`src/rtl/iap_ctrl_defines.svh`:
```
// constants of the flash update controller: addresses, fields, codes
// assumes an 8-bit special-function-register space
`ifndef IAP_CTRL_DEFINES_SVH
`define IAP_CTRL_DEFINES_SVH

// ----------------------------------------
// register addresses
// ----------------------------------------
`define ADDR_CHIP_CONTROL 8'h9f
`define ADDR_OP_TRIGGER 8'ha4
`define ADDR_REGION_PERMIT 8'ha5
`define ADDR_TARGET_LOW 8'ha6
`define ADDR_TARGET_HIGH 8'ha7
`define ADDR_FLASH_DATA 8'hae
`define ADDR_FLASH_COMMAND 8'haf
`define ADDR_TIMED_ACCESS 8'hb7

// ----------------------------------------
// reset values and keys
// ----------------------------------------
`define RST_FLASH_COMMAND 8'h30
`define RST_BROWNOUT_CONFIG 8'hff
`define BYTE_ZERO 8'h00
`define BYTE_ONES 8'hff
`define PERMIT_ZERO 3'h0
`define UNLOCK_KEY_FIRST 8'haa
`define UNLOCK_KEY_SECOND 8'h55

// ----------------------------------------
// field positions
// ----------------------------------------
`define BIT_UPDATE_ENABLE 0
`define BIT_FAULT_FLAG 6
`define BIT_OPERATION_GO 0
`define BIT_PERMIT_CONFIG 2
`define BIT_PERMIT_LOADER 1
`define BIT_PERMIT_APP 0
`define PERMIT_MSB 2
`define BIT_BOD_INHIBIT 3
`define CMD_BLOCK_MSB 7
`define CMD_BLOCK_LSB 6
`define CMD_ERASE_PROGRAM 5
`define CMD_AUX 4
`define CMD_OP_MSB 3

// ----------------------------------------
// command codes and limits
// ----------------------------------------
`define OPC_READ 4'h0
`define OPC_PROGRAM 4'h1
`define OPC_ERASE 4'h2
`define OPC_UNIQUE_READ 4'h4
`define OPC_MAKER_READ 4'hb
`define OPC_DEVICE_READ 4'hc
`define BLK_APP 2'h0
`define BLK_LOADER 2'h1
`define BLK_CONFIG 2'h3
`define LIMIT_APP 16'h3fff
`define LIMIT_LOADER 16'h0fff
`define LIMIT_CONFIG 16'h0004
`define LIMIT_UNIQUE 16'h000b
`define LIMIT_DEVICE 16'h0001
`define ADDR_NONE 16'h0000
`define PAGE_MASK 16'hff80
`define PAGE_OFFSET_ZERO 7'h00
`define CFG_BROWNOUT_ADDR 16'h0002

`endif

```
`src/rtl/iap_ctrl_pkg.sv`:
```
// types and shared decoding of the flash update controller
// assumes the constants header is on the include path
package iap_ctrl_pkg;
  `include "iap_ctrl_defines.svh"

  typedef enum logic [1:0] {
    UNLOCK_IDLE = 2'b00,
    UNLOCK_HALF = 2'b01,
    UNLOCK_OPEN = 2'b11
  } unlock_state_t;

  typedef enum logic {
    SEQ_IDLE = 1'b0,
    SEQ_RUN = 1'b1
  } seq_state_t;

  // true for a well-formed erase or program command
  function automatic logic cmd_is_update(input logic [7:0] cmd);
    logic [3:0] opc;
    opc = cmd[`CMD_OP_MSB:0];
    return cmd[`CMD_ERASE_PROGRAM] && !cmd[`CMD_AUX] &&
           (opc == `OPC_PROGRAM || opc == `OPC_ERASE);
  endfunction
endpackage

```
`src/rtl/iap_check_if.sv`:
```
// carrier between the sequencer and its fault checker
// assumes both sides sit in the same clock domain
`timescale 1ns/100ps
interface iap_check_if;
  logic [7:0] cmd;
  logic [15:0] addr;
  logic [2:0] permit;
  logic bo_inhibit;
  logic bod_low;
  logic bod_en;
  logic bor_en;
  logic fault;

  modport seq (output cmd, addr, permit, bo_inhibit, bod_low, bod_en, bor_en, input fault);
  modport chk (input cmd, addr, permit, bo_inhibit, bod_low, bod_en, bor_en, output fault);
endinterface

```
`src/rtl/in_app_flash_update_ctrl.sv`:
```
// in-application flash update controller: registers, unlock, sequencer
// assumes a CPU register port, a flash engine with a req/done handshake
`timescale 1ns/100ps
`include "iap_ctrl_defines.svh"
module in_app_flash_update_ctrl (
  input wire logic I_MCLK,
  input wire logic I_SYS_RST,
  input wire logic [7:0] I_SFR_ADDR,
  input wire logic [7:0] I_SFR_WDATA,
  input wire logic I_SFR_WE,
  input wire logic I_SFR_RE,
  output logic [7:0] O_SFR_RDATA,
  output logic O_CPU_HOLD,
  output logic O_FAST_OSC_EN,
  output logic O_FLASH_REQ,
  output logic [7:0] O_FLASH_CMD,
  output logic [15:0] O_FLASH_ADDR,
  output logic [7:0] O_FLASH_WDATA,
  input wire logic I_FLASH_DONE,
  input wire logic [7:0] I_FLASH_RDATA,
  input wire logic I_BOD_LOW,
  input wire logic I_BOD_EN,
  input wire logic I_BOR_EN
);
  import iap_ctrl_pkg::*;

  iap_ctrl_pkg::unlock_state_t unlock_state_reg;
  iap_ctrl_pkg::seq_state_t seq_reg;
  logic update_enable_reg;
  logic fault_flag_reg;
  logic [2:0] permit_reg;
  logic [7:0] command_reg;
  logic [7:0] addr_low_reg;
  logic [7:0] addr_high_reg;
  logic [7:0] data_reg;
  logic [7:0] bo_config_reg;
  logic [7:0] rdata_next;
  logic access;
  logic prot_wr;
  logic go_request;
  logic go_accepted;
  logic fault_set;
  logic op_done;
  logic [15:0] target_addr;

  iap_check_if chk_if ();

  // ----------------------------------------
  // fault checker
  // ----------------------------------------
  iap_fault_check u_check (
    .chk(chk_if.chk)
  );

  // checker sees the live registers at the moment of the trigger
  assign chk_if.cmd = command_reg;
  assign chk_if.addr = target_addr;
  assign chk_if.permit = permit_reg;
  assign chk_if.bo_inhibit = bo_config_reg[`BIT_BOD_INHIBIT];
  assign chk_if.bod_low = I_BOD_LOW;
  assign chk_if.bod_en = I_BOD_EN;
  assign chk_if.bor_en = I_BOR_EN;

  // ----------------------------------------
  // access decode
  // ----------------------------------------
  // protected writes pass only while the unlock is open
  assign access = I_SFR_WE || I_SFR_RE;
  assign prot_wr = I_SFR_WE && unlock_state_reg == UNLOCK_OPEN &&
                   (I_SFR_ADDR == `ADDR_CHIP_CONTROL || I_SFR_ADDR == `ADDR_REGION_PERMIT ||
                    I_SFR_ADDR == `ADDR_OP_TRIGGER);
  assign target_addr = {addr_high_reg, addr_low_reg};
  assign go_request = prot_wr && I_SFR_ADDR == `ADDR_OP_TRIGGER &&
                      I_SFR_WDATA[`BIT_OPERATION_GO] && seq_reg == SEQ_IDLE;
  assign go_accepted = go_request && update_enable_reg;
  assign fault_set = go_accepted && chk_if.fault;
  assign op_done = seq_reg == SEQ_RUN && I_FLASH_DONE;

  // ----------------------------------------
  // timed-access unlock
  // ----------------------------------------
  // two keys on back-to-back accesses open one protected write
  always_ff @(posedge I_MCLK or posedge I_SYS_RST) begin
    if (I_SYS_RST) begin
      unlock_state_reg <= UNLOCK_IDLE;
    end else if (access) begin
      unique case (unlock_state_reg)
        UNLOCK_IDLE: begin
          if (I_SFR_WE && I_SFR_ADDR == `ADDR_TIMED_ACCESS &&
              I_SFR_WDATA == `UNLOCK_KEY_FIRST) begin
            unlock_state_reg <= UNLOCK_HALF;
          end
        end
        UNLOCK_HALF: begin
          if (I_SFR_WE && I_SFR_ADDR == `ADDR_TIMED_ACCESS &&
              I_SFR_WDATA == `UNLOCK_KEY_SECOND) begin
            unlock_state_reg <= UNLOCK_OPEN;
          end else begin
            unlock_state_reg <= UNLOCK_IDLE;
          end
        end
        UNLOCK_OPEN: unlock_state_reg <= UNLOCK_IDLE;
        default: unlock_state_reg <= UNLOCK_IDLE;
      endcase
    end
  end

  // ----------------------------------------
  // chip control
  // ----------------------------------------
  // enable bit and oscillator request
  always_ff @(posedge I_MCLK or posedge I_SYS_RST) begin
    if (I_SYS_RST) begin
      update_enable_reg <= 1'b0;
    end else if (prot_wr && I_SFR_ADDR == `ADDR_CHIP_CONTROL) begin
      update_enable_reg <= I_SFR_WDATA[`BIT_UPDATE_ENABLE];
    end
  end

  assign O_FAST_OSC_EN = update_enable_reg;

  // fault flag: hardware set wins over a software clear in the same cycle
  always_ff @(posedge I_MCLK or posedge I_SYS_RST) begin
    if (I_SYS_RST) begin
      fault_flag_reg <= 1'b0;
    end else if (fault_set) begin
      fault_flag_reg <= 1'b1;
    end else if (prot_wr && I_SFR_ADDR == `ADDR_CHIP_CONTROL) begin
      fault_flag_reg <= I_SFR_WDATA[`BIT_FAULT_FLAG];
    end
  end

  // ----------------------------------------
  // permits, command, address
  // ----------------------------------------
  // region permit bits, protected
  always_ff @(posedge I_MCLK or posedge I_SYS_RST) begin
    if (I_SYS_RST) begin
      permit_reg <= `PERMIT_ZERO;
    end else if (prot_wr && I_SFR_ADDR == `ADDR_REGION_PERMIT) begin
      permit_reg <= I_SFR_WDATA[`PERMIT_MSB:0];
    end
  end

  // command byte: block, erase-program, aux, operation code
  always_ff @(posedge I_MCLK or posedge I_SYS_RST) begin
    if (I_SYS_RST) begin
      command_reg <= `RST_FLASH_COMMAND;
    end else if (I_SFR_WE && I_SFR_ADDR == `ADDR_FLASH_COMMAND) begin
      command_reg <= I_SFR_WDATA;
    end
  end

  // target address bytes
  always_ff @(posedge I_MCLK or posedge I_SYS_RST) begin
    if (I_SYS_RST) begin
      addr_low_reg <= `BYTE_ZERO;
      addr_high_reg <= `BYTE_ZERO;
    end else if (I_SFR_WE) begin
      if (I_SFR_ADDR == `ADDR_TARGET_LOW) begin
        addr_low_reg <= I_SFR_WDATA;
      end
      if (I_SFR_ADDR == `ADDR_TARGET_HIGH) begin
        addr_high_reg <= I_SFR_WDATA;
      end
    end
  end

  // data byte: software load, or fetched byte at end of a read
  always_ff @(posedge I_MCLK or posedge I_SYS_RST) begin
    if (I_SYS_RST) begin
      data_reg <= `BYTE_ZERO;
    end else if (op_done && !O_FLASH_CMD[`CMD_ERASE_PROGRAM]) begin
      data_reg <= I_FLASH_RDATA;
    end else if (I_SFR_WE && I_SFR_ADDR == `ADDR_FLASH_DATA) begin
      data_reg <= I_SFR_WDATA;
    end
  end

  // ----------------------------------------
  // brown-out config byte
  // ----------------------------------------
  // local copy of the config byte; programming only clears bits
  always_ff @(posedge I_MCLK or posedge I_SYS_RST) begin
    if (I_SYS_RST) begin
      bo_config_reg <= `RST_BROWNOUT_CONFIG;
    end else if (op_done && cmd_is_update(O_FLASH_CMD) &&
                 O_FLASH_CMD[`CMD_BLOCK_MSB:`CMD_BLOCK_LSB] == `BLK_CONFIG) begin
      if (O_FLASH_CMD[`CMD_OP_MSB:0] == `OPC_ERASE) begin
        bo_config_reg <= `BYTE_ONES;
      end else if (O_FLASH_ADDR == `CFG_BROWNOUT_ADDR) begin
        bo_config_reg <= bo_config_reg & O_FLASH_WDATA;
      end
    end
  end

  // ----------------------------------------
  // operation sequencer
  // ----------------------------------------
  // a faulting trigger never leaves idle, so the CPU is not held
  always_ff @(posedge I_MCLK or posedge I_SYS_RST) begin
    if (I_SYS_RST) begin
      seq_reg <= SEQ_IDLE;
    end else begin
      unique case (seq_reg)
        SEQ_IDLE: begin
          if (go_accepted && !chk_if.fault) begin
            seq_reg <= SEQ_RUN;
          end
        end
        SEQ_RUN: begin
          if (I_FLASH_DONE) begin
            seq_reg <= SEQ_IDLE;
          end
        end
      endcase
    end
  end

  // operation copy handed to the flash engine at the trigger
  always_ff @(posedge I_MCLK or posedge I_SYS_RST) begin
    if (I_SYS_RST) begin
      O_FLASH_CMD <= `RST_FLASH_COMMAND;
      O_FLASH_ADDR <= `ADDR_NONE;
      O_FLASH_WDATA <= `BYTE_ZERO;
    end else if (go_accepted && !chk_if.fault) begin
      O_FLASH_CMD <= command_reg;
      O_FLASH_WDATA <= data_reg;
      if (cmd_is_update(command_reg) && command_reg[`CMD_OP_MSB:0] == `OPC_ERASE) begin
        O_FLASH_ADDR <= target_addr & `PAGE_MASK;
      end else begin
        O_FLASH_ADDR <= target_addr;
      end
    end
  end

  assign O_FLASH_REQ = seq_reg == SEQ_RUN;
  assign O_CPU_HOLD = seq_reg == SEQ_RUN;

  // ----------------------------------------
  // register read port
  // ----------------------------------------
  // read data registered one cycle after the read strobe
  always_comb begin
    rdata_next = `BYTE_ZERO;
    unique case (I_SFR_ADDR)
      `ADDR_CHIP_CONTROL: begin
        rdata_next[`BIT_FAULT_FLAG] = fault_flag_reg;
        rdata_next[`BIT_UPDATE_ENABLE] = update_enable_reg;
      end
      `ADDR_REGION_PERMIT: rdata_next[`PERMIT_MSB:0] = permit_reg;
      `ADDR_TARGET_LOW: rdata_next = addr_low_reg;
      `ADDR_TARGET_HIGH: rdata_next = addr_high_reg;
      `ADDR_FLASH_DATA: rdata_next = data_reg;
      `ADDR_FLASH_COMMAND: rdata_next = command_reg;
      default: rdata_next = `BYTE_ZERO; // trigger reads zero
    endcase
  end

  always_ff @(posedge I_MCLK or posedge I_SYS_RST) begin
    if (I_SYS_RST) begin
      O_SFR_RDATA <= `BYTE_ZERO;
    end else if (I_SFR_RE) begin
      O_SFR_RDATA <= rdata_next;
    end
  end

  // ----------------------------------------
  // checks
  // ----------------------------------------
  a_fault_sets_flag: assert property (@(posedge I_MCLK) disable iff (I_SYS_RST)
    go_accepted && chk_if.fault |=> fault_flag_reg)
    else $error("fault on trigger did not set flag");
  a_fault_no_run: assert property (@(posedge I_MCLK) disable iff (I_SYS_RST)
    go_accepted && chk_if.fault |=> !O_CPU_HOLD && !O_FLASH_REQ)
    else $error("faulting operation reached flash");
  a_go_holds_cpu: assert property (@(posedge I_MCLK) disable iff (I_SYS_RST)
    go_accepted && !chk_if.fault |=> O_CPU_HOLD && O_FLASH_REQ && O_FLASH_CMD == $past(command_reg))
    else $error("trigger did not start operation");
  a_done_release: assert property (@(posedge I_MCLK) disable iff (I_SYS_RST)
    O_FLASH_REQ && I_FLASH_DONE |=> !O_CPU_HOLD)
    else $error("cpu still held after completion");
  a_flag_sticky: assert property (@(posedge I_MCLK) disable iff (I_SYS_RST)
    fault_flag_reg && !(prot_wr && I_SFR_ADDR == `ADDR_CHIP_CONTROL) |=> fault_flag_reg)
    else $error("fault flag cleared without software");
  a_unlock_single: assert property (@(posedge I_MCLK) disable iff (I_SYS_RST)
    prot_wr |=> unlock_state_reg == UNLOCK_IDLE)
    else $error("unlock survived a protected write");
  a_locked_ignored: assert property (@(posedge I_MCLK) disable iff (I_SYS_RST)
    I_SFR_WE && I_SFR_ADDR == `ADDR_REGION_PERMIT && unlock_state_reg != UNLOCK_OPEN
    |=> permit_reg == $past(permit_reg))
    else $error("locked permit register changed");
  a_disabled_idle: assert property (@(posedge I_MCLK) disable iff (I_SYS_RST)
    go_request && !update_enable_reg |=> !O_CPU_HOLD)
    else $error("trigger accepted while disabled");
  a_read_capture: assert property (@(posedge I_MCLK) disable iff (I_SYS_RST)
    op_done && !O_FLASH_CMD[`CMD_ERASE_PROGRAM] |=> data_reg == $past(I_FLASH_RDATA))
    else $error("read byte not captured");
  a_trigger_zero: assert property (@(posedge I_MCLK) disable iff (I_SYS_RST)
    I_SFR_RE && I_SFR_ADDR == `ADDR_OP_TRIGGER |=> O_SFR_RDATA == `BYTE_ZERO)
    else $error("trigger register read nonzero");
  a_page_aligned: assert property (@(posedge I_MCLK) disable iff (I_SYS_RST)
    O_FLASH_REQ && cmd_is_update(O_FLASH_CMD) && O_FLASH_CMD[`CMD_OP_MSB:0] == `OPC_ERASE
    |-> O_FLASH_ADDR[6:0] == `PAGE_OFFSET_ZERO)
    else $error("page erase address not aligned");
endmodule

```
`src/rtl/iap_fault_check.sv`:
```
// combinational fault check of a triggered flash operation
// assumes command, address and permits are stable while sampled
`timescale 1ns/100ps
`include "iap_ctrl_defines.svh"
module iap_fault_check (
  iap_check_if.chk chk
);
  import iap_ctrl_pkg::*;

  logic [1:0] blk;
  logic [3:0] opc;
  logic rd_ok;
  logic up_ok;
  logic addr_bad;
  logic perm_bad;
  logic bo_bad;
  logic [15:0] limit;

  // ----------------------------------------
  // command decode
  // ----------------------------------------
  // legal reads and updates; block code 2 is legal only for the maker, device and unique reads
  always_comb begin
    blk = chk.cmd[`CMD_BLOCK_MSB:`CMD_BLOCK_LSB];
    opc = chk.cmd[`CMD_OP_MSB:0];
    rd_ok = !chk.cmd[`CMD_ERASE_PROGRAM] && !chk.cmd[`CMD_AUX] &&
            ((opc == `OPC_READ && blk != 2'h2) || opc == `OPC_MAKER_READ ||
             opc == `OPC_DEVICE_READ || opc == `OPC_UNIQUE_READ);
    up_ok = cmd_is_update(chk.cmd) && blk != 2'h2;
  end

  // ----------------------------------------
  // address range
  // ----------------------------------------
  // upper limit per command kind; whole config erase needs address zero
  always_comb begin
    limit = `LIMIT_APP;
    if (rd_ok && opc == `OPC_DEVICE_READ) begin
      limit = `LIMIT_DEVICE;
    end else if (rd_ok && opc == `OPC_UNIQUE_READ) begin
      limit = `LIMIT_UNIQUE;
    end else if (blk == `BLK_LOADER) begin
      limit = `LIMIT_LOADER;
    end else if (blk == `BLK_CONFIG) begin
      limit = `LIMIT_CONFIG;
    end
    if (rd_ok && opc == `OPC_MAKER_READ) begin
      addr_bad = 1'b0;
    end else if (up_ok && blk == `BLK_CONFIG && opc == `OPC_ERASE) begin
      addr_bad = chk.addr != `ADDR_NONE;
    end else begin
      addr_bad = chk.addr > limit;
    end
  end

  // ----------------------------------------
  // permits and brown-out
  // ----------------------------------------
  // per-region permit bits and the brown-out inhibit of updates
  always_comb begin
    unique case (blk)
      `BLK_APP: perm_bad = !chk.permit[`BIT_PERMIT_APP];
      `BLK_LOADER: perm_bad = !chk.permit[`BIT_PERMIT_LOADER];
      `BLK_CONFIG: perm_bad = !chk.permit[`BIT_PERMIT_CONFIG];
      default: perm_bad = 1'b1;
    endcase
    perm_bad = perm_bad && up_ok;
    bo_bad = up_ok && chk.bo_inhibit && chk.bod_en && !chk.bor_en && chk.bod_low;
  end

  assign chk.fault = !(rd_ok || up_ok) || addr_bad || perm_bad || bo_bad;
endmodule

```
`config.mk`:
```
export PLATFORM = sky130hd
export DESIGN_NAME = in_app_flash_update_ctrl
export DESIGN_NICKNAME = d
export VERILOG_FILES = /design/src/rtl/iap_ctrl_pkg.sv /design/src/rtl/iap_check_if.sv /design/src/rtl/in_app_flash_update_ctrl.sv /design/src/rtl/iap_fault_check.sv
export VERILOG_INCLUDE_DIRS = /design/src /design/src/rtl
export SDC_FILE = /design/constraint.sdc
export NUM_CORES = 1
export LEC_CHECK = 0
export BUFFER_PORTS_ARGS = -buffer_cell sky130_fd_sc_hd__buf_2
export CAP_MARGIN = 5
export CORE_AREA = 8 8 97 99
export DETAILED_ROUTE_END_ITERATION = 10
export DIE_AREA = 0 0 105 107
export PLACE_DENSITY = 0.88
export SYNTH_ARGS = -nofsm -noshare
export SYNTH_HDL_FRONTEND = slang
export SYNTH_SLANG_ARGS = --single-unit
```
`constraint.sdc`:
```
create_clock -name I_MCLK -period 8.6 [get_ports I_MCLK]
set_input_delay 0.43 -clock I_MCLK [delete_from_list [all_inputs] [get_ports I_MCLK]]
set_output_delay 0.43 -clock I_MCLK [all_outputs]
set_load 0.005 [all_outputs]
```
## Word-level counts from Yosys, hierarchy flattened

Cells that the tools add are included.

- $lt $le $gt $ge: 1
- Reductions and logical operators: 71
- Muxes and demuxes: 25
- Equal/unequal tests: 25
- Bitwise logic cells: 2

Operators by type and width:

| kind | count |
|---|---|
| $eq A8 B8 Y1 const B | 9 |
| $mux W16 | 3 |
| $logic_and A1 B1 Y1 | 38 |
| $mux W8 | 4 |
| $eq A16 B2 Y1 const B | 1 |
| $gt A16 B16 Y1 | 1 |
| $reduce_bool A16 Y1 | 1 |
| $mux W14 | 1 |
| $logic_or A1 B1 Y1 | 12 |
| $pmux W3 S4 | 1 |
| $logic_not A1 Y1 | 10 |
| $pmux W2 S5 | 1 |
| $and A8 B8 Y8 | 1 |
| $eq A4 B1 Y1 const B | 2 |
| $eq A4 B2 Y1 const B | 2 |
| $eq A4 B4 Y1 const B | 2 |
| $eq A8 B7 Y1 const B | 1 |
| $reduce_and A2 Y1 | 4 |
| $mux W7 | 1 |
| $eq A2 B2 Y1 const B | 3 |
| $mux W1 | 6 |
| $pmux W1 S6 | 1 |
| $reduce_bool A2 Y1 | 3 |
| $pmux W1 S5 | 1 |
| 11 further kinds | 15 |

- Input port bits: 32
- Word-level logic and storage cells: 138
- Output and inout bits: 43
- Bits in registers: 88

## Logic depth before layout (Yosys ltp)

- Depth in word-level cells: 19
- Gate-level depth with buffers: 12
- Gate-level depth less buffers: 11

## By module

A second synthesis with hierarchy kept.

- Cell total of the unflattened synthesis: 379
- Area, all modules: 4349.2 µm²

By module, submodules not included:

| module | cells each | area an instance (µm²) | times used |
|---|---|---|---|
| in_app_flash_update_ctrl | 308 | 3819.9 | 1 |
| iap_fault_check | 71 | 529.3 | 1 |

## Worst setup path after synthesis

OpenSTA, ideal clock, no wires.

- Path kind: register to register
- From: reg command_reg[4] (netlist: chk_if.cmd[4])
- To: reg O_FLASH_ADDR[10]
- Required time: 8475 ps
- Library setup time: 125 ps
- Path slack: 5545 ps
- Clock period less this slack: 3055 ps
- Stages on the path, launching flop included: 12
- Data arrival time: 2930 ps
- Cell sequence: dfstp_2 > nor2_1 > nand3_1 > nand2_1 > ha_1 > a211oi_1 > o31ai_1 > a211oi_1 > a31oi_1 > nor4_4 > buf_6 > mux2_4

- Cells in the longest elaborated chain, start to end: 14
- Elaborated cells on any way between the ends: 28
- Classes of those cells: 1 x order compare; 4 x mux; 23 x reduce/logical

RTL lines:

| item | RTL line | text |
|---|---|---|
| from (decl) | in_app_flash_update_ctrl.sv:32 | `logic [7:0] command_reg;` |
| from (signal assigned) | in_app_flash_update_ctrl.sv:148 | `` command_reg <= `RST_FLASH_COMMAND; `` |
| $logic_not A1 Y1 * | iap_ctrl_pkg.sv:21, iap_fault_check.sv:26 |  |
| $logic_and A1 B1 Y1 (2 in series) | iap_fault_check.sv:26 | `` rd_ok = !chk.cmd[`CMD_ERASE_PROGRAM] && !chk.cmd[`CMD_AUX] && `` |
| $logic_and A1 B1 Y1 (no line) | -- |  |
| $mux W16 | iap_fault_check.sv:40 | `` end else if (rd_ok && opc == `OPC_UNIQUE_READ) begin `` |
| $mux W16 | iap_fault_check.sv:38 | `` if (rd_ok && opc == `OPC_DEVICE_READ) begin `` |
| $gt A16 B16 Y1 | iap_fault_check.sv:52 | `addr_bad = chk.addr > limit;` |
| $mux W1 | iap_fault_check.sv:49 | `` end else if (up_ok && blk == `BLK_CONFIG && opc == `OPC_ERASE) begin `` |
| $mux W1 | iap_fault_check.sv:47 | `` if (rd_ok && opc == `OPC_MAKER_READ) begin `` |
| $logic_or A1 B1 Y1 (2 in series) | iap_fault_check.sv:71 | `assign chk.fault = !(rd_ok \|\| up_ok) \|\| addr_bad \|\| perm_bad \|\| bo_bad;` |
| $logic_or A1 B1 Y1 * | iap_fault_check.sv:71 |  |
| $logic_not A1 Y1 * | in_app_flash_update_ctrl.sv:226 | `end else if (go_accepted && !chk_if.fault) begin` |
| $logic_and A1 B1 Y1 * | in_app_flash_update_ctrl.sv:226 |  |
| to (signal assigned) | in_app_flash_update_ctrl.sv:224 | `` O_FLASH_ADDR <= `ADDR_NONE; `` |
| to (signal assigned) | in_app_flash_update_ctrl.sv:230 | `` O_FLASH_ADDR <= target_addr & `PAGE_MASK; `` |
| to (signal assigned) | in_app_flash_update_ctrl.sv:232 | `O_FLASH_ADDR <= target_addr;` |
| to (decl) | in_app_flash_update_ctrl.sv:17 | `output logic [15:0] O_FLASH_ADDR,` |

Every way passes the cells marked *; elsewhere a longest branch is shown, timed or not.
A chain may end at the register's enable or synchronous reset.

## Final worst setup path

- From: reg command_reg[0] (netlist: chk_if.cmd[0])
- To: reg O_FLASH_CMD[0]

- Cells in the longest elaborated chain, start to end: 17
- Elaborated cells on any way between the ends: 36
- Classes of those cells: 1 x order compare; 5 x eq/ne; 4 x mux; 26 x reduce/logical

RTL lines:

| item | RTL line | text |
|---|---|---|
| $logic_not A4 Y1 (no line) | -- |  |
| $logic_and A1 B1 Y1 | iap_fault_check.sv:27 | `` ((opc == `OPC_READ && blk != 2'h2) \|\| opc == `OPC_MAKER_READ \|\| `` |
| $logic_or A1 B1 Y1 (no line) (3 in series) | -- |  |
| $logic_and A1 B1 Y1 | iap_fault_check.sv:26 |  |
| $logic_and A1 B1 Y1 (no line) | -- |  |
| $mux W16 | iap_fault_check.sv:40 |  |
| $mux W16 | iap_fault_check.sv:38 |  |
| $gt A16 B16 Y1 | iap_fault_check.sv:52 |  |
| $mux W1 | iap_fault_check.sv:49 |  |
| $mux W1 | iap_fault_check.sv:47 |  |
| $logic_or A1 B1 Y1 (3 in series) | iap_fault_check.sv:71 |  |
| $logic_not A1 Y1 | in_app_flash_update_ctrl.sv:226 |  |
| $logic_and A1 B1 Y1 | in_app_flash_update_ctrl.sv:226 |  |
| to (signal assigned) | in_app_flash_update_ctrl.sv:223 | `` O_FLASH_CMD <= `RST_FLASH_COMMAND; `` |
| to (signal assigned) | in_app_flash_update_ctrl.sv:227 | `O_FLASH_CMD <= command_reg;` |
| to (decl) | in_app_flash_update_ctrl.sv:16 | `output logic [7:0] O_FLASH_CMD,` |

Several ways; a longest one is shown, not always the timed one.

==> reports/qor_table.md <==
| Step | Parameter | Value |
|:---|:---|:---|
| cells and area | Fraction of layout cells with a size suffix above 1 | 35.5% |
| cts | Clk buf depth | 2 |
| drt | Total via count after detailed routing | 3332 |
| logic synthesis | Gate count after technology mapping | 361 |
| pwr | Static power due to leakage | 2.44 nW |
| setup path | Crit-path most repeated cell | a211oi_1 |
| sta | Worst setup margin | 4.56 ns |
| floorplan | Die outline width | 105 um |
| logic synthesis | XOR/XNOR Fraction of Synth Area | 0.209% |
| global route | Total global-route track usage | 20.6% |
| pwr | Switching portion of total power | 27.1% |
| outcome | Result of the run | complete, no violations |
| logic synthesis | Avg Synthesized Cell Area | 11.6 um^2 |
| cts | Number of sinks driven by the clock tree | 81 |
| logic synthesis | Count of flip-flops with a built-in enable after synthesis | 0 |
| sta | Final cycle utilization of the critical path | 47.0% |
| sta | Sum Neg Setup Slack | 0 ns |
| logic synthesis | Number of nets produced by synthesis | 407 |
| setup path | Largest stage delay on the critical path | 0.64 ns |
| logic synthesis | Simple-Gate Fraction of Synth Area | 14.9% |
| logic synthesis | Share of cell area taken by muxes after synthesis | 18.1% |
| sta | Period minus WS final | 4.04 ns |
| cells and area | Non-Filler Instances | 547 |
| placement | Placed instance area | 4650 um^2 |
| placement | PortBufs | 74 |
| logic synthesis | Largest family of logic cells by synthesized area | multiplexers |
| cells and area | Max reg flops | 16 |
| pwr | Sequential share of power | 57.1% |
| setup path | Critical path launch point type | register |
| global route | Maximum number of pins on one net before global-route repair | 82 |
| cts | Hold-fix buffers at CTS | 0 |
| sta | Number of hold violations in the final report | 0 |
| placement | Dpl ws | 4.64 ns |
| floorplan | Full die area | 11200 um^2 |
| global route | Met3 layer usage reported by global route | 5.64% |
| pwr | Comb power frac | 8.4% |
| logic synthesis | Async set or reset register ratio after synthesis | 100% |
| cts | TritonCTS clock tree | built |
| sta | Actual transition at the worst max-transition pin | 1.07 ns |
| pwr | Part of the power in the clock network | 34.5% |
| logic synthesis | Yosys cell types | 58 |
| global route | Grt met1 use | 26.3% |
| global route | Met2 usage | 31.5% |
| logic synthesis | Cells taking the most area after synthesis | dfrtp_1 (45%), mux2_2 (9.1%), mux2_4 (6.8%) |
| global route | Antenna violations before repair | 0 |
| sta | Worst rel slew slack | 28.5% |
| global route | Total congestion overflow | 0 |
| drt | Number of design rule violations left after detail routing | 0 |
| setup path | Cells along the critical path | nor2_1 > nand3_1 > nand2_1 > ha_1 > a211oi_1 > o31ai_1 > a211oi_1 > a31oi_1 > nor4_4 > buf_4 > mux2_2 |
| drt | Routed via count divided by cell count | 6.09 |
| cells and area | Number of nets in the layout | 483 |
| floorplan | Boundary Pins | 75 |
| drt | Count of TritonRoute iterations in the first routing pass | 5 |
| cells and area | Diodes inserted | 0 |
| logic synthesis | Synth Cell Area | 4200 um^2 |
| logic synthesis | Most instantiated library cell after synthesis | dfrtp_1 |
| placement | Detailed Place HPWL | 8470 um |
| cts | Number of gates resized after CTS | 0 |
| setup path | Kind of end point of the critical path | register |
| sta | Maximum clock skew at final layout | 0.0112 ns |
| setup path | Highest fanout seen on the critical path | 21 |
| placement | Total instance count after detailed placement | 531 |
| drt | Post-detailed-routing wire length | 11500 um |
| flow run | Maxcap violations | 0 |
| logic synthesis | Sequential cell area fraction in the yosys report | 48.4% |
| cts | Clock root cell | clkbuf_8 |
| logic synthesis | Area fraction in compound gates after synthesis | 11.4% |
| setup path | Arrival time of the worst setup path | 4.29 ns |
| hold path | Min-Delay Path Class | in2async |
| cts | Clock Pin Slew Worst Setup and Hold Paths | 0.08 ns |
| sta | Number of pins with negative max-slew slack in the final report | 0 |
| cts | Number of buffers added for setup after CTS | 0 |
| cells and area | Synthesis-to-finish area growth | 14.8% |
| sta | Final setup vio count | 0 |
| drt | Wire length per cell after detailed routing | 21.0 um |
| cts | Number of H-tree branching levels | 3 |
| pwr | Maximum ir drop on the vdd rail | 0.0000929 V |
| global route | Global-route wire length before repair | 18100 um |
| logic synthesis | Synth cell count leaders | dfrtp_1 (76), mux2_2 (34), o21ai_0 (29) |
| global route | Vias in the first global route | 3421 |
| setup path | CP required | 8.85 ns |
| cells and area | Post-route standard cell area excluding fillers | 4820 um^2 |
| sta | Achievable frequency | 247 MHz |
| drt | ANT nets after route | 0 |
| logic synthesis | Yosys Warn Count | 0 |
| pwr | Switching power summed over all nets | 0.192 mW |
| sta | Setup repair after global routing missed its margin | false |
| floorplan | Starting Density | 53.0% |
| cells and area | Register with the highest flop count | O_FLASH_ADDR |
| drt | Number of DRC markers in iteration 0 | 284 |
| logic synthesis | FF+latch count, synth | 81 |
| setup path | Worst-path cell with the longest stage delay | nor4_4 |
| floorplan | Placement Rows | 33 |
| logic synthesis | Synth Area in Adders | 4.17% |
| logic synthesis | Dominant cell type by area after synthesis | dfrtp_1 |
| placement | Final RePlAce weighted congestion | 0.932 |
| cts | Clock latency at the later pin of the worst-skew pair | 0.36 ns |
| logic synthesis | Dominant synthesized flop cell | dfrtp_1 |
| sta | Fin Hold WS | 0.345 ns |
| floorplan | Core Region | 7930 um^2 |
| cts | Cts bufs inserted | 9 |
| setup path | Startpoint-to-endpoint class of the critical path | reg2reg |
| logic synthesis | Share of the synthesized area in the top cell type | 45.3% |
| pwr | Power Density | 147 nW/um^2 |
| floorplan | Chip Height | 107 um |
| pwr | Cell internal pwr | 0.516 mW |
| global route | Global route hottest layer | met2 |
==> cell families (layout without fill, tap and decap cells) <==
kind of cell	count (synthesis)	after routing
buffers and inverters	27	108
AOI/OAI and AO/OA	72	72
and+or+nand+nor	104	104
muxes	62	62
adders and majority gates	14	14
xor gates and xnor gates	1	1
DFF	81	81
==> critical path, delay by kind of cell (launching register included) <==
family	cells	cell delay [ns]
AOI/OAI and AO/OA	4	0.98
adders and majority gates	1	0.31
buffers and inverters	1	0.44
DFF	1	0.46
muxes	1	0.38
and+or+nand+nor	4	1.34
==> path summary, 6_finish.rpt <==
kind                                            start                    endpoint  slack, ns  cells past startpoint
max                         chk_if.cmd[0]$_DFFE_PP0P_  O_FLASH_CMD[0]$_DFFE_PP0P_       4.56                     11
min reg2reg                O_FLASH_CMD[4]$_DFFE_PP1P_  O_FLASH_CMD[4]$_DFFE_PP1P_       0.50                      1
min in group I_MCLK                  I_FLASH_RDATA[2]     data_reg[2]$_DFFE_PP0P_       0.35                      3
min                                         I_SYS_RST     data_reg[4]$_DFFE_PP0P_       0.35                      3
max reg2reg                 chk_if.cmd[0]$_DFFE_PP0P_  O_FLASH_CMD[0]$_DFFE_PP0P_       4.56                     11
max in group asynchronous                   I_SYS_RST  O_SFR_RDATA[4]$_DFFE_PP0P_       7.57                      3
==> power by group through the flow <==
stage	clock network (mW)	logic, mW	registers [mW]
finish	0.244	0.0596	0.404
global route	0.263	0.0668	0.404
CTS	0.248	0.0592	0.403
detailed placement	0	0.0588	0.410
global placement	0	0.0559	0.410
floorplan	0	0.0369	0.404
==> layer usage <==
layer	vias up	part of all wire, %
met5	-	0
met4	0	3.4
met3	33	8.1
met2	181	45
met1	1613	43
li1	1505	-
==> final cells by class <==
cell class                 instances  area [um^2]
clock buffer                      11          131
clock inverter                     5         32.5
fill                             668         3110
inverter                          16         60.1
multi-input combinational        253         2040
sequential                        81         2030
tap                              105          131
timing repair buffer              76          385
==> layout by cell type, fill, tap and decap left out, drive strengths merged, types with 4 or more instances in the layout <==
| cell type | netlist | final |
|---|---|---|
| nand2b | 6 | 6 |
| o22ai | 4 | 4 |
| ha | 14 | 14 |
| mux2i | 9 | 9 |
| nor3 | 5 | 5 |
| nand4 | 4 | 4 |
| nor4 | 13 | 13 |
| a21oi | 4 | 4 |
| nand3 | 9 | 9 |
| nand2 | 23 | 23 |
| o21ai | 29 | 29 |
| dfrtp | 76 | 76 |
| buf | 4 | 76 |
| a22o | 4 | 4 |
| dfstp | 5 | 5 |
| mux2 | 53 | 53 |
| nor2 | 17 | 17 |
| a221oi | 4 | 4 |
| inv | 16 | 16 |
| a22oi | 6 | 6 |
| clkbuf | 7 | 11 |
==> through the flow <==
step	util [%]	power, mW
after detailed placement	58.7	0.469
after CTS	60.8	0.710
after global routing	60.8	0.734
after floorplan	-	0.441
after global placement	58.7	0.466
final	60.8	0.707
Note: power is estimated with default switching activity, not from simulation.
